**src/ieb_pkg.sv**
```systemverilog
// Purpose: shared constants for the interrupt flag and enable bank
// Assumes: APB slave with 32-bit data, 8-bit bank registers in low byte lanes, 11-bit status and mask
// Notes:   byte offsets, bit masks and source indices live only here
package ieb_pkg;

    // register bank indices
    localparam int BANK_N    = 7;
    localparam int IDX_EDGE  = 0;
    localparam int IDX_CTRL0 = 1;
    localparam int IDX_CTRL1 = 2;
    localparam int IDX_CTRL2 = 3;
    localparam int IDX_GRP0  = 4;
    localparam int IDX_GRP1  = 5;
    localparam int IDX_GRP2  = 6;

    // byte offsets on the bus
    localparam logic [7:0] OFS_EDGE   = 8'h00;
    localparam logic [7:0] OFS_CTRL0  = 8'h04;
    localparam logic [7:0] OFS_CTRL1  = 8'h08;
    localparam logic [7:0] OFS_CTRL2  = 8'h0C;
    localparam logic [7:0] OFS_GRP0   = 8'h10;
    localparam logic [7:0] OFS_GRP1   = 8'h14;
    localparam logic [7:0] OFS_GRP2   = 8'h18;
    localparam logic [7:0] OFS_STATUS = 8'h1C;
    localparam logic [7:0] OFS_MASK   = 8'h20;

    // implemented bits and flag bits per bank register
    localparam logic [7:0] IMPL_EDGE = 8'h0F;
    localparam logic [7:0] IMPL_C0   = 8'h7F;
    localparam logic [7:0] IMPL_FULL = 8'hFF;
    localparam logic [7:0] IMPL_GRPH = 8'h33;
    localparam logic [7:0] FLG_C0    = 8'h70;
    localparam logic [7:0] FLG_HI    = 8'hF0;
    localparam logic [7:0] FLG_GRPH  = 8'h30;
    localparam logic [7:0] RST_BYTE  = 8'h00;

    // bit positions
    localparam int GIE_BIT    = 0;
    localparam int GRP0_BIT   = 6;
    localparam int CMP_BIT    = 5;
    localparam int PIN0_BIT   = 4;
    localparam int TB0_BIT    = 7;
    localparam int ADC_BIT    = 6;
    localparam int GRP2_BIT   = 5;
    localparam int GRP1_BIT   = 4;
    localparam int UART_BIT   = 7;
    localparam int SER_BIT    = 6;
    localparam int PIN1_BIT   = 5;
    localparam int TB1_BIT    = 4;
    localparam int MFA_HI_BIT = 7;
    localparam int MFB_HI_BIT = 6;
    localparam int MFA_LO_BIT = 5;
    localparam int MFB_LO_BIT = 4;
    localparam int PIN1_SEL_LSB = 2;
    localparam int PIN0_SEL_LSB = 0;

    // edge select codes
    localparam logic [1:0] EDGE_OFF  = 2'h0;
    localparam logic [1:0] EDGE_RISE = 2'h1;
    localparam logic [1:0] EDGE_FALL = 2'h2;
    localparam logic [1:0] EDGE_BOTH = 2'h3;

    // primary source count; index order is the packed flag order
    localparam int SRC_N = 11;

endpackage : ieb_pkg

```
**src/ieb_top.sv**
```systemverilog
// Purpose: interrupt request flag and enable bank with APB access
// Assumes: event inputs are one-cycle pulses on CLK; pins are async
// Notes:   service acknowledge comes from the core on CLK
//
// Chosen here: the placing of the registers and the APB interface to the registers.
`timescale 1ns/10ps
`default_nettype none

module ieb_top #(
    parameter int ADDR_W = 8                     // apb address width
) (
    input  wire logic              CLK,            // system clock
    input  wire logic              SRST,           // sync reset, high
    input  wire logic              PSEL,           // apb select
    input  wire logic              PENABLE,        // apb enable
    input  wire logic              PWRITE,         // apb direction
    input  wire logic [ADDR_W-1:0] PADDR,          // apb byte address
    input  wire logic [31:0]       PWDATA,         // apb write data
    output logic      [31:0]       PRDATA,         // apb read data
    output logic                   PREADY,         // apb ready
    output logic                   PSLVERR,        // unmapped access
    input  wire logic              EXT_PIN_ZERO,   // async pin 0
    input  wire logic              EXT_PIN_ONE,    // async pin 1
    input  wire logic              EVT_COMPARATOR, // comparator toggle
    input  wire logic              EVT_ADC,        // conversion done
    input  wire logic              EVT_TIMEBASE0,  // time base 0 tick
    input  wire logic              EVT_TIMEBASE1,  // time base 1 tick
    input  wire logic              EVT_SERIAL_IF,  // serial if event
    input  wire logic              EVT_UART,       // uart event
    input  wire logic              EVT_STD_CMPA,   // std timer cmp a
    input  wire logic              EVT_STD_CMPP,   // std timer cmp p
    input  wire logic              EVT_COMPACT_CMPA, // compact cmp a
    input  wire logic              EVT_COMPACT_CMPP, // compact cmp p
    input  wire logic              EVT_PERIODIC_CMPA, // periodic cmp a
    input  wire logic              EVT_PERIODIC_CMPP, // periodic cmp p
    input  wire logic              EVT_LOWVOLT,    // low voltage seen
    input  wire logic              EVT_NVM_WRITE,  // nvm write done
    input  wire logic              SVC_ACK,        // core takes a source
    input  wire logic [3:0]        SVC_SRC,        // index of that source
    output logic                   CORE_IRQ_REQ,   // request to core
    output logic                   IRQ             // status irq level
);

    // decoders look at address bits 7..0, so narrower buses cannot work
    if (ADDR_W < 8) begin : g_addr_chk
        $error("ADDR_W too small for register map");
    end

    // pack primary flags: {ctrl2[7:4], ctrl1[7:4], ctrl0[6:4]}
    function automatic logic [10:0] pack_flags(
        input logic [7:0] c0,
        input logic [7:0] c1,
        input logic [7:0] c2
    );
        pack_flags = {c2[7:4], c1[7:4], c0[6:4]};
    endfunction : pack_flags

    // pack matching enables in the same order
    function automatic logic [10:0] pack_enables(
        input logic [7:0] c0,
        input logic [7:0] c1,
        input logic [7:0] c2
    );
        pack_enables = {c2[3:0], c1[3:0], c0[3:1]};
    endfunction : pack_enables

    // edge match for one pin field
    function automatic logic edge_hit(
        input logic [1:0] sel,
        input logic       rise,
        input logic       fall
    );
        case (sel)
            ieb_pkg::EDGE_RISE: edge_hit = rise;
            ieb_pkg::EDGE_FALL: edge_hit = fall;
            ieb_pkg::EDGE_BOTH: edge_hit = rise | fall;
            default:            edge_hit = 1'h0;
        endcase
    endfunction : edge_hit

    // writable bits of each bank register
    function automatic logic [7:0] impl_mask(input int idx);
        case (idx)
            ieb_pkg::IDX_EDGE:  impl_mask = ieb_pkg::IMPL_EDGE;
            ieb_pkg::IDX_CTRL0: impl_mask = ieb_pkg::IMPL_C0;
            ieb_pkg::IDX_GRP0:  impl_mask = ieb_pkg::IMPL_GRPH;
            ieb_pkg::IDX_GRP2:  impl_mask = ieb_pkg::IMPL_GRPH;
            default:            impl_mask = ieb_pkg::IMPL_FULL;
        endcase
    endfunction : impl_mask

    // bus offset to bank index, -1 when not a bank register
    function automatic int bank_index(input logic [ADDR_W-1:0] a);
        case (a[7:0])
            ieb_pkg::OFS_EDGE:  bank_index = ieb_pkg::IDX_EDGE;
            ieb_pkg::OFS_CTRL0: bank_index = ieb_pkg::IDX_CTRL0;
            ieb_pkg::OFS_CTRL1: bank_index = ieb_pkg::IDX_CTRL1;
            ieb_pkg::OFS_CTRL2: bank_index = ieb_pkg::IDX_CTRL2;
            ieb_pkg::OFS_GRP0:  bank_index = ieb_pkg::IDX_GRP0;
            ieb_pkg::OFS_GRP1:  bank_index = ieb_pkg::IDX_GRP1;
            ieb_pkg::OFS_GRP2:  bank_index = ieb_pkg::IDX_GRP2;
            default:            bank_index = -1;
        endcase
    endfunction : bank_index

    logic [7:0]  bank_r   [0:ieb_pkg::BANK_N-1];
    logic [7:0]  bank_nxt [0:ieb_pkg::BANK_N-1];
    logic [7:0]  set_v    [0:ieb_pkg::BANK_N-1];
    logic [7:0]  clr_v    [0:ieb_pkg::BANK_N-1];
    logic [10:0] status_r;
    logic [10:0] status_nxt;
    logic [10:0] mask_r;
    logic [10:0] svc_onehot;
    logic [10:0] prim_rise;
    logic [10:0] rd_snap_r;
    logic [2:0]  grp_rise;
    logic [1:0]  pin_meta_r;
    logic [1:0]  pin_sync_r;
    logic [1:0]  pin_prev_r;
    logic [1:0]  pin_rise;
    logic [1:0]  pin_fall;
    logic [31:0] rdata;
    logic        rd_err;
    logic        access;
    logic        done;
    logic        wr_done;
    logic        rd_done;
    logic        hi_upper;
    int          widx;

    // apb phases; the answer comes one cycle into the access phase
    assign access   = PSEL & PENABLE;
    assign done     = access & PREADY;
    assign wr_done  = done & PWRITE;
    assign rd_done  = done & ~PWRITE;
    assign widx     = bank_index(PADDR);
    assign hi_upper = (ADDR_W > 8) ? (PADDR >> 8) != '0 : 1'h0;

    // two-flop pin synchronisers; edges compare the second stage with its delayed copy
    always_ff @(posedge CLK) begin
        if (SRST) begin
            pin_meta_r <= 2'h0;
            pin_sync_r <= 2'h0;
            pin_prev_r <= 2'h0;
        end else begin
            pin_meta_r <= {EXT_PIN_ONE, EXT_PIN_ZERO};
            pin_sync_r <= pin_meta_r;
            pin_prev_r <= pin_sync_r;
        end
    end

    assign pin_rise = pin_sync_r & ~pin_prev_r;
    assign pin_fall = ~pin_sync_r & pin_prev_r;

    // service index to one-hot primary flag clear
    always_comb begin
        svc_onehot = 11'h000;
        if (SVC_ACK && (int'(SVC_SRC) < ieb_pkg::SRC_N)) begin
            svc_onehot[SVC_SRC] = 1'h1;
        end
    end

    // hardware set and service clear vectors per bank register
    always_comb begin
        for (int i = 0; i < ieb_pkg::BANK_N; i++) begin
            set_v[i] = 8'h00;
            clr_v[i] = 8'h00;
        end
        // pin edge fields drive the pin flags
        set_v[ieb_pkg::IDX_CTRL0][ieb_pkg::PIN0_BIT] = edge_hit(
            bank_r[ieb_pkg::IDX_EDGE][ieb_pkg::PIN0_SEL_LSB +: 2],
            pin_rise[0], pin_fall[0]);
        set_v[ieb_pkg::IDX_CTRL2][ieb_pkg::PIN1_BIT] = edge_hit(
            bank_r[ieb_pkg::IDX_EDGE][ieb_pkg::PIN1_SEL_LSB +: 2],
            pin_rise[1], pin_fall[1]);
        // internal sources straight into their flags
        set_v[ieb_pkg::IDX_CTRL0][ieb_pkg::CMP_BIT]  = EVT_COMPARATOR;
        set_v[ieb_pkg::IDX_CTRL1][ieb_pkg::TB0_BIT]  = EVT_TIMEBASE0;
        set_v[ieb_pkg::IDX_CTRL1][ieb_pkg::ADC_BIT]  = EVT_ADC;
        set_v[ieb_pkg::IDX_CTRL2][ieb_pkg::UART_BIT] = EVT_UART;
        set_v[ieb_pkg::IDX_CTRL2][ieb_pkg::SER_BIT]  = EVT_SERIAL_IF;
        set_v[ieb_pkg::IDX_CTRL2][ieb_pkg::TB1_BIT]  = EVT_TIMEBASE1;
        // group members
        set_v[ieb_pkg::IDX_GRP0][ieb_pkg::MFA_LO_BIT] = EVT_STD_CMPA;
        set_v[ieb_pkg::IDX_GRP0][ieb_pkg::MFB_LO_BIT] = EVT_STD_CMPP;
        set_v[ieb_pkg::IDX_GRP1][ieb_pkg::MFA_HI_BIT] = EVT_COMPACT_CMPA;
        set_v[ieb_pkg::IDX_GRP1][ieb_pkg::MFB_HI_BIT] = EVT_COMPACT_CMPP;
        set_v[ieb_pkg::IDX_GRP1][ieb_pkg::MFA_LO_BIT] = EVT_PERIODIC_CMPA;
        set_v[ieb_pkg::IDX_GRP1][ieb_pkg::MFB_LO_BIT] = EVT_PERIODIC_CMPP;
        set_v[ieb_pkg::IDX_GRP2][ieb_pkg::MFA_LO_BIT] = EVT_NVM_WRITE;
        set_v[ieb_pkg::IDX_GRP2][ieb_pkg::MFB_LO_BIT] = EVT_LOWVOLT;
        // service clears one primary flag and the global enable
        clr_v[ieb_pkg::IDX_CTRL0] = {1'h0, svc_onehot[2:0], 4'h0};
        clr_v[ieb_pkg::IDX_CTRL1] = {svc_onehot[6:3], 4'h0};
        clr_v[ieb_pkg::IDX_CTRL2] = {svc_onehot[10:7], 4'h0};
        clr_v[ieb_pkg::IDX_CTRL0][ieb_pkg::GIE_BIT] = SVC_ACK;
    end

    // next bank value; a hardware set always beats a clear or a write
    always_comb begin
        for (int i = 0; i < ieb_pkg::BANK_N; i++) begin
            if (wr_done && (widx == i) && !hi_upper) begin
                bank_nxt[i] = (PWDATA[7:0] & impl_mask(i))
                            | set_v[i];
            end else begin
                bank_nxt[i] = (bank_r[i] & ~clr_v[i]) | set_v[i];
            end
        end
        // group flags follow rising member flags, from any cause
        grp_rise[0] = |(bank_nxt[ieb_pkg::IDX_GRP0]
                      & ~bank_r[ieb_pkg::IDX_GRP0] & ieb_pkg::FLG_GRPH);
        grp_rise[1] = |(bank_nxt[ieb_pkg::IDX_GRP1]
                      & ~bank_r[ieb_pkg::IDX_GRP1] & ieb_pkg::FLG_HI);
        grp_rise[2] = |(bank_nxt[ieb_pkg::IDX_GRP2]
                      & ~bank_r[ieb_pkg::IDX_GRP2] & ieb_pkg::FLG_GRPH);
        bank_nxt[ieb_pkg::IDX_CTRL0][ieb_pkg::GRP0_BIT] =
            bank_nxt[ieb_pkg::IDX_CTRL0][ieb_pkg::GRP0_BIT]
            | grp_rise[0];
        bank_nxt[ieb_pkg::IDX_CTRL1][ieb_pkg::GRP1_BIT] =
            bank_nxt[ieb_pkg::IDX_CTRL1][ieb_pkg::GRP1_BIT]
            | grp_rise[1];
        bank_nxt[ieb_pkg::IDX_CTRL1][ieb_pkg::GRP2_BIT] =
            bank_nxt[ieb_pkg::IDX_CTRL1][ieb_pkg::GRP2_BIT]
            | grp_rise[2];
    end

    // bank storage; reset clears every implemented bit
    always_ff @(posedge CLK) begin
        if (SRST) begin
            for (int i = 0; i < ieb_pkg::BANK_N; i++) begin
                bank_r[i] <= ieb_pkg::RST_BYTE;
            end
        end else begin
            for (int i = 0; i < ieb_pkg::BANK_N; i++) begin
                bank_r[i] <= bank_nxt[i];
            end
        end
    end

    // sticky status: new primary flags; read clears only what was seen
    assign prim_rise = pack_flags(bank_nxt[ieb_pkg::IDX_CTRL0],
                                  bank_nxt[ieb_pkg::IDX_CTRL1],
                                  bank_nxt[ieb_pkg::IDX_CTRL2])
                     & ~pack_flags(bank_r[ieb_pkg::IDX_CTRL0],
                                   bank_r[ieb_pkg::IDX_CTRL1],
                                   bank_r[ieb_pkg::IDX_CTRL2]);

    always_comb begin
        status_nxt = status_r;
        if (rd_done && (PADDR[7:0] == ieb_pkg::OFS_STATUS) && !hi_upper) begin
            status_nxt = status_r & ~rd_snap_r;
        end
        status_nxt = status_nxt | prim_rise;
    end

    always_ff @(posedge CLK) begin
        if (SRST) begin
            status_r <= 11'h000;
        end else begin
            status_r <= status_nxt;
        end
    end

    // status mask, software only
    always_ff @(posedge CLK) begin
        if (SRST) begin
            mask_r <= 11'h000;
        end else if (wr_done && (PADDR[7:0] == ieb_pkg::OFS_MASK)
                     && !hi_upper) begin
            mask_r <= PWDATA[10:0];
        end
    end

    // read mux; reserved and upper bits read zero
    always_comb begin
        rdata  = 32'h0000_0000;
        rd_err = 1'h0;
        if (hi_upper) begin
            rd_err = 1'h1;
        end else if (bank_index(PADDR) >= 0) begin
            rdata[7:0] = bank_r[bank_index(PADDR)];
        end else if (PADDR[7:0] == ieb_pkg::OFS_STATUS) begin
            rdata[10:0] = status_r;
        end else if (PADDR[7:0] == ieb_pkg::OFS_MASK) begin
            rdata[10:0] = mask_r;
        end else begin
            rd_err = 1'h1;
        end
    end

    // apb answer: one wait state, data and error captured with ready
    always_ff @(posedge CLK) begin
        if (SRST) begin
            PREADY    <= 1'h0;
            PRDATA    <= 32'h0000_0000;
            PSLVERR   <= 1'h0;
            rd_snap_r <= 11'h000;
        end else begin
            PREADY <= access & ~PREADY;
            if (access && !PREADY) begin
                PRDATA    <= PWRITE ? 32'h0000_0000 : rdata;
                PSLVERR   <= rd_err;
                rd_snap_r <= rdata[10:0];
            end else if (!access) begin
                PSLVERR <= 1'h0;
            end
        end
    end

    // request to core, gated by the global enable
    always_ff @(posedge CLK) begin
        if (SRST) begin
            CORE_IRQ_REQ <= 1'h0;
        end else begin
            CORE_IRQ_REQ <= bank_r[ieb_pkg::IDX_CTRL0][ieb_pkg::GIE_BIT]
                & |(pack_flags(bank_r[ieb_pkg::IDX_CTRL0],
                               bank_r[ieb_pkg::IDX_CTRL1],
                               bank_r[ieb_pkg::IDX_CTRL2])
                  & pack_enables(bank_r[ieb_pkg::IDX_CTRL0],
                                 bank_r[ieb_pkg::IDX_CTRL1],
                                 bank_r[ieb_pkg::IDX_CTRL2]));
        end
    end

    // status interrupt level, registered from status_nxt in the same cycle as the status register
    always_ff @(posedge CLK) begin
        if (SRST) begin
            IRQ <= 1'h0;
        end else begin
            IRQ <= |(status_nxt & mask_r);
        end
    end

endmodule : ieb_top

`default_nettype wire
```
**config.mk**
```make
export PLATFORM = sky130hd
export DESIGN_NAME = ieb_top
export DESIGN_NICKNAME = d
export VERILOG_FILES = /design/src/ieb_pkg.sv /design/src/ieb_top.sv
export SDC_FILE = /design/constraint.sdc
export NUM_CORES = 1
export LEC_CHECK = 0
export ABC_AREA = 1
export BUFFER_PORTS_ARGS = -buffer_cell sky130_fd_sc_hd__buf_2
export CORE_ASPECT_RATIO = 0.5
export CORE_UTILIZATION = 60
export DETAILED_ROUTE_END_ITERATION = 6
export PLACE_DENSITY = 0.95
export SLEW_MARGIN = 15
export SYNTH_ARGS = -nofsm -noshare
export SYNTH_HDL_FRONTEND = slang
export SYNTH_SLANG_ARGS = --single-unit
```
**constraint.sdc**
```tcl
create_clock -name CLK -period 4.19 [get_ports CLK]
set_input_delay 0.6285 -clock CLK [delete_from_list [all_inputs] [get_ports CLK]]
set_output_delay 0.6285 -clock CLK [all_outputs]
set_load 0.01 [all_outputs]
```
## Word-level counts from Yosys, hierarchy flattened

Memory sizes are Yosys's and may differ from the RTL's.
Cells that the tools add are included.

| cells by class | value |
|---|---|
| $add $sub $neg | 0 |
| reduce and logical (&&, ||, !) cells | 20 |
| order comparisons | 4 |
| divide/modulo/power cells | 0 |
| shifts and indexed selects | 0 |
| eq/ne operators | 21 |
| bitwise logic cells | 62 |
| mux-type cells | 42 |
| $mul | 0 |

Operators by type and width:

| cell | count |
|---|---|
| one-hot mux 32 bit (7 select lines) | 1 |
| two-way mux 8 bit | 22 |
| equality test 32 x 4 -> 1 bit, second input constant | 3 |
| bitwise AND 8 bit | 11 |
| equality test 32 x 3 -> 1 bit, second input constant | 2 |
| two-way mux 11 bit | 5 |
| OR 8 x 6 -> 8 bit | 6 |
| OR 8 bit | 6 |
| bitwise AND 11 bit | 4 |
| equality test 32 x 2 -> 1 bit, second input constant | 1 |
| equality test 8 x 5 -> 1 bit, second input constant | 4 |
| >= comparator 32 x 1 -> 1 bit, second input constant | 1 |
| logical NOT 32 bit | 1 |
| NOT 8 bit | 3 |
| NOT 11 bit | 2 |
| OR reduction 11 bit | 2 |
| equality test 8 x 4 -> 1 bit, second input constant | 2 |
| bitwise AND 6 bit | 2 |
| logical AND 1 bit | 12 |
| NOT 6 bit | 2 |
| OR 1 bit | 12 |
| OR 11 bit | 1 |
| two-way mux 1 bit | 9 |
| equality test 2 bit, second input constant | 4 |
| other kinds (19) | 31 |

| storage, ports and cells | value |
|---|---|
| input bits | 66 |
| bits in writable memories | 56 |
| memory bits (read-only) | 0 |
| logic and storage cells | 161 |
| output and inout port bits | 36 |
| bits in latches | 0 |
| register bits after elaboration | 75 |
| memories | 1 |

Memories:

| memory | words | bits a word | read ports | clocked after Yosys merged registers in | wr ports | line | source |
|---|---|---|---|---|---|---|---|
| bank_r | 7 | 8 | 8 | 0 | 7 | ieb_top.sv:106 | `logic [7:0] bank_r [0:ieb_pkg::BANK_N-1];` |

## Longest topological paths before layout

| depth | value |
|---|---|
| depth after elaboration | 15 |
| depth in mapped cells | 18 |
| depth with buffers taken out | 18 |

## Worst setup path before layout

OpenSTA, ideal clock, no wires.

| path | value |
|---|---|
| path type | input -> register |
| start point | input port PSEL |
| end point | register IRQ |
| stages on the path | 16 |
| path buffers | 1 |
| data required time | 4.080 ns |
| arrival time | 1.979 ns |
| library setup time | 0.110 ns |
| setup slack | 2.101 ns |
| cells stage by stage | nand3_1 > nor2_2 > buf_2 > nand2_1 > nand2_1 > nand3_1 > nand2_1 > nand2_1 > nand2_1 > nand2_1 > nor2_1 > nand2_1 > nor2_1 > nand3_1 > nand2_1 > inv_1 |

| on the way | value |
|---|---|
| cells in the longest elaborated chain, start to end | 12 |
| elaborated cells on any way between the ends | 31 |
| those cells by class | mux: 7; bitwise: 13; reduce/logical: 11 |

RTL lines:

| item | line | source |
|---|---|---|
| from (decl) | ieb_top.sv:14 | `input wire logic PSEL,` |
| bitwise AND 1 bit * | ieb_top.sv:132 | `assign access = PSEL & PENABLE;` |
| bitwise AND 1 bit * | ieb_top.sv:133 | `assign done = access & PREADY;` |
| bitwise AND 1 bit | ieb_top.sv:134 | `assign wr_done = done & PWRITE;` |
| logical AND 1 bit | ieb_top.sv:202 | `if (wr_done && (widx == i) && !hi_upper) begin` |
| two-way mux 8 bit | ieb_top.sv:202 |  |
| bitwise AND 8 bit (tied with other cells) | ieb_top.sv:213 | `& ~bank_r[ieb_pkg::IDX_GRP1] & ieb_pkg::FLG_HI);` |
| OR reduction 4 bit (tied with other cells) | ieb_top.sv:212 | `grp_rise[1] = \|(bank_nxt[ieb_pkg::IDX_GRP1]` |
| OR 1 bit, on equally long branches | ieb_top.sv:221, ieb_top.sv:218, ieb_top.sv:224 |  |
| bitwise AND 11 bit | ieb_top.sv:244 | `& ~pack_flags(bank_r[ieb_pkg::IDX_CTRL0],` |
| OR 11 bit * | ieb_top.sv:253 | `status_nxt = status_nxt \| prim_rise;` |
| bitwise AND 11 bit * | ieb_top.sv:330 | `IRQ <= \|(status_nxt & mask_r);` |
| OR reduction 11 bit * | ieb_top.sv:330 |  |
| to (signal assigned) | ieb_top.sv:330 |  |
| to (decl) | ieb_top.sv:41 | `output logic IRQ` |

Every way passes the cells marked *; elsewhere a longest branch is shown, timed or not.
A chain may end at the register's enable or synchronous reset.

## Final worst setup path

| path | value |
|---|---|
| start point | input port PADDR[7] |
| end point | register PRDATA[5] |

| on the way | value |
|---|---|
| cells in the longest elaborated chain, start to end | 6 |
| elaborated cells on any way between the ends | 17 |
| those cells by class | order compare: 1; eq/ne: 8; mux: 6; reduce/logical: 1; memory: 1 |

RTL lines:

| item | line | source |
|---|---|---|
| from (decl) | ieb_top.sv:17 | `input wire logic [ADDR_W-1:0] PADDR,` |
| branches (longest 4 deep; another with >= comparator 32 x 1 -> 1 bit) | - |  |
| two-way mux 8 bit * | ieb_top.sv:280 | `end else if (bank_index(PADDR) >= 0) begin` |
| two-way mux 11 bit * | ieb_top.sv:301 | `PRDATA <= PWRITE ? 32'h0000_0000 : rdata;` |
| to (signal assigned) | ieb_top.sv:301 |  |
| to (decl) | ieb_top.sv:19 | `output logic [31:0] PRDATA,` |

Mark *: on every way between the ends. The select of a mux whose other input is x is not followed.

==> metrics list <==
- The clock arrives with 0.00762 ns of skew.
- Root buffer selected by CTS: sky130_fd_sc_hd__clkbuf_16
* Final count of hold timing violations: 0
- Dividing the synthesized area by the synthesized cell count gives 6.50 um^2.
- After clock tree synthesis, the clock-pin slew on the worst setup and hold paths is 0.07 ns.
- CTS saw 101 sinks.
* Final core utilization: 0.708
* Via count of the first global-routing pass: 4,470
* TritonCTS buffer count: 9
- Of the total power, the share spent switching nets is 0.252.
- Placement Cell Area: 5520 um^2
* Internal power component: 1.54 mW
- Mapped cell area: 5250 um^2
- The worst hold path was traced through 2 stages.
- Total Power: 2.05 mW
- Synthesis inferred 101 register bits.
- In this run the tool buffered the top-level ports with 59 buffer cells.
- After synthesis, the share of flip-flops with an asynchronous set or reset is 0.
- Relative contribution of sequential cells to total power: 0.487
* Critical register-to-register path startpoint: PREADY$_SDFF_PP0_
- Using the TritonRoute via totals, the vias-per-cell ratio works out to 5.54.
- Number of nets in the final layout: 926
* Commonest cells in the netlist: sky130_fd_sc_hd__nand2_1, sky130_fd_sc_hd__inv_1, sky130_fd_sc_hd__dfxtp_1, sky130_fd_sc_hd__a21oi_1, sky130_fd_sc_hd__nand3_1
- Count of buffers added by post-CTS timing repair for setup: 0
- Maximum number of pins on one net before global-route repair: 60
- Power share of the combinational group: 0.089
* Chip Height: 68.2 um
- Category of the worst setup path launch point: primary input
- Number of optimization iterations in the first detailed-route pass: 6
- Source of the worst hold timing path: pin_meta_r[0]$_SDFF_PP0_
- Synthesized-area fraction occupied by adder cells: 0.00953
- Period Utilization, post-route: 0.683
* Fraction of final layout cells sized beyond drive strength 1: 0.117
- For this design the top-level I/O count stands at 102.
- The H-tree was split into 3 levels.
- Summed over all nets, the half-perimeter wirelength after detailed placement is 10,700 um.
* Sequential cell area in the final layout: 2020 um^2
- After detailed routing, the number of remaining DRC violations is 0.
- Clock period minus worst slack: 2.86 ns
- Compound-cell area share of the yosys netlist: 0.144
- Worst reg2reg setup slack: 1.77 ns
- Non-filler instance count after layout: 972
- Of the post-synthesis cell area, the dominant cell type holds 0.385.
- Yosys mapped a number of flops with a built-in enable equal to 0.
- After synthesis, the cell types taking the most area are sky130_fd_sc_hd__dfxtp_1, sky130_fd_sc_hd__nand2_1, sky130_fd_sc_hd__inv_1.
* Critical R2R Capture: IRQ$_SDFF_PP0_
- The synthesized design spends more area on one cell type than any other, namely sky130_fd_sc_hd__dfxtp_1.
- Of the total power, the clock network draws 0.424.
- Total of warnings raised by yosys: 0
- For the worst setup path, the data arrival time is 3.07 ns.
- Vias: 5,386
* Remaining antenna violation count after routing: 0
- The run finished with clean final reports.
* Final Instance Area: 5830 um^2
* Clock insertion delay at the later pin of the skew report: 0.35 ns
* CP Capture Type: flip-flop
* Max Fclk: 350 MHz
- Measured in cells, the most critical reg-to-reg path has a length of 14.
- Switch Pwr: 0.516 mW
- Dividing total power by cell area gives a power density of 352 nW/um^2.
* Area occupied by multi-input gates: 2620 um^2
- ANT cells: 0
- The first global-routing pass estimated 23,000 um of wire.
- After synthesis, the largest family of logic cells by area is simple AND/OR/NAND/NOR gates.
- Area of the die: 9160 um^2
- Max Fanout on Critical Path: 11
- For this configuration, the core starts out at a cell density of 0.638.
* Largest vdd supply drop: 271 uV
* Worst setup slack before clock tree synthesis: 1.12 ns
- After layout, the worst setup slack is 1.33 ns.
- Setup violations remaining at the end of the flow were counted as 0.
* Total Wirelength: 14,900 um
* Setup tns final: 0 ns
* Number of standard-cell rows in the floorplan: 23
- In this run the standard cell core region covers 8230 um^2.
- Area grow syn2layout: 10.9%
- For this run, the register share of the synthesized area comes to 0.385.
- Setup repair after global routing left no endpoint under its margin.
- The number of gates resized after CTS was 0.
- Final estimated routing congestion in global placement: 0.930
- TritonCTS built the clock tree.
- Fraction of the mapped netlist area in simple logic gates: 0.329
- The initial antenna violation count is 0.
* Final max-slew violation count: 0
- For this design the static power due to leakage is 2.69 nW.
* Netlist cell types: 32
- Of the post-synthesis cell area, the part taken by muxes is 0.
- Number of placed instances with taps included: 957
- The worst pin sits at a relative slew slack of 0.474.
* Worst hold path endpoint: pin_sync_r[0]$_SDFF_PP0_
- Cell count after synthesis: 808
- Hold/Removal Path Class: flip-flop to flip-flop
- Kind of critical path: primary input to flip-flop
- After global routing the overflow that remains totals 0.
- Horizontal extent of the die: 134 um
- In this run, post-CTS hold repair placed 0 buffers.
- After detailed routing, the average wire length per cell comes to 15.3 um.
* Final-layout worst hold slack: 0.414 ns
* Synth Area in XOR/XNOR: 0
- In the synthesized netlist the dominant register cell turns out to be sky130_fd_sc_hd__dfxtp_1.
* Leading cell type by number of instances after synthesis: sky130_fd_sc_hd__nand2_1
- After the first detailed-routing iteration, the DRC count stood at 784.
- At the pin with the least slew margin, the transition time is 0.782 ns.
- Overall fraction of global-route tracks in use: 0.338
- Data required time at the worst endpoint: 4.40 ns
- Maximum root-to-sink buffer count: 2
* Count of fill cells added during filler insertion: 691
- Max-cap viol count: 0
[power by group through the flow]
| stage | sequential, mW | clock, mW | combinational, mW |
|---|---|---|---|
| floorplan | 1.02 | 0 | 0.127 |
| global placement | 1.02 | 0 | 0.172 |
| detailed placement | 1.02 | 0 | 0.176 |
| CTS | 0.998 | 0.871 | 0.177 |
| global route | 1.00 | 0.909 | 0.204 |
| finish | 0.999 | 0.870 | 0.183 |
[placed cells by master, fill, tap and decap left out, types with 11 or more instances in the layout]
cell / count
sky130_fd_sc_hd__nand2_1: 245
sky130_fd_sc_hd__inv_1: 105
sky130_fd_sc_hd__dfxtp_1: 101
sky130_fd_sc_hd__a21oi_1: 70
sky130_fd_sc_hd__nand3_1: 69
sky130_fd_sc_hd__buf_2: 59
sky130_fd_sc_hd__nor2_1: 57
sky130_fd_sc_hd__o21ai_0: 43
sky130_fd_sc_hd__conb_1: 21
sky130_fd_sc_hd__o21ai_1: 13
sky130_fd_sc_hd__nor3_1: 11
[worst max-delay path by stage]
stage	from	endpoint	slack [ns]	depth (start not counted)
global route	PADDR[7]	PRDATA[5]$_SDFFE_PP0P_	1.15	14
detailed placement	PADDR[7]	PRDATA[4]$_SDFFE_PP0P_	1.12	14
global placement	PADDR[7]	PRDATA[4]$_SDFFE_PP0P_	1.16	14
CTS	PADDR[7]	PRDATA[4]$_SDFFE_PP0P_	1.46	14
floorplan	PSEL	IRQ$_SDFF_PP0_	2.10	16
finish	PADDR[7]	PRDATA[5]$_SDFFE_PP0P_	1.33	14
[cell type report]
class	instances	area share
clock inverter	4	0.00966
multi-input combinational	573	0.449
tap	112	0.0240
sequential	101	0.347
clock buffer	11	0.0434
timing repair buffer	65	0.0584
inverter	106	0.0687
[flip-flops by register name, summed over array words and instances, names as in the netlist, named ones only]
name / cells
pin_prev_r: 2
pin_sync_r: 2
status_r: 11
CORE_IRQ_REQ: 1
IRQ: 1
pin_meta_r: 2
rd_snap_r: 11
PREADY: 1
bank_r: 39
PSLVERR: 1
PRDATA: 11
mask_r: 11
[metal layers]
layer	wire, um	global-route usage
met5	0	0
met4	256	0.105
met3	1970	0.0993
met2	6170	0.507
met1	6450	0.469
[critical path, stage by stage]
cell                      delay (ns)
sky130_fd_sc_hd__buf_2          0.12
sky130_fd_sc_hd__nor2_4         0.16
sky130_fd_sc_hd__nand2_2        0.11
sky130_fd_sc_hd__nor2_1         0.12
sky130_fd_sc_hd__buf_4          0.20
sky130_fd_sc_hd__inv_1          0.08
sky130_fd_sc_hd__nand2_2        0.15
sky130_fd_sc_hd__nand2_1        0.36
sky130_fd_sc_hd__inv_4          0.24
sky130_fd_sc_hd__nand2_1        0.15
sky130_fd_sc_hd__o22ai_1        0.36
sky130_fd_sc_hd__a21oi_1        0.17
sky130_fd_sc_hd__nand3_1        0.12
sky130_fd_sc_hd__a21oi_1        0.07
[cells by family after synthesis]
logic type,count (synthesis)
fa+ha+maj,4
compound gates,142
flops,101
buf+inv,154
simple gates,406
other cells,1
(Power assumes the default switching activity.)
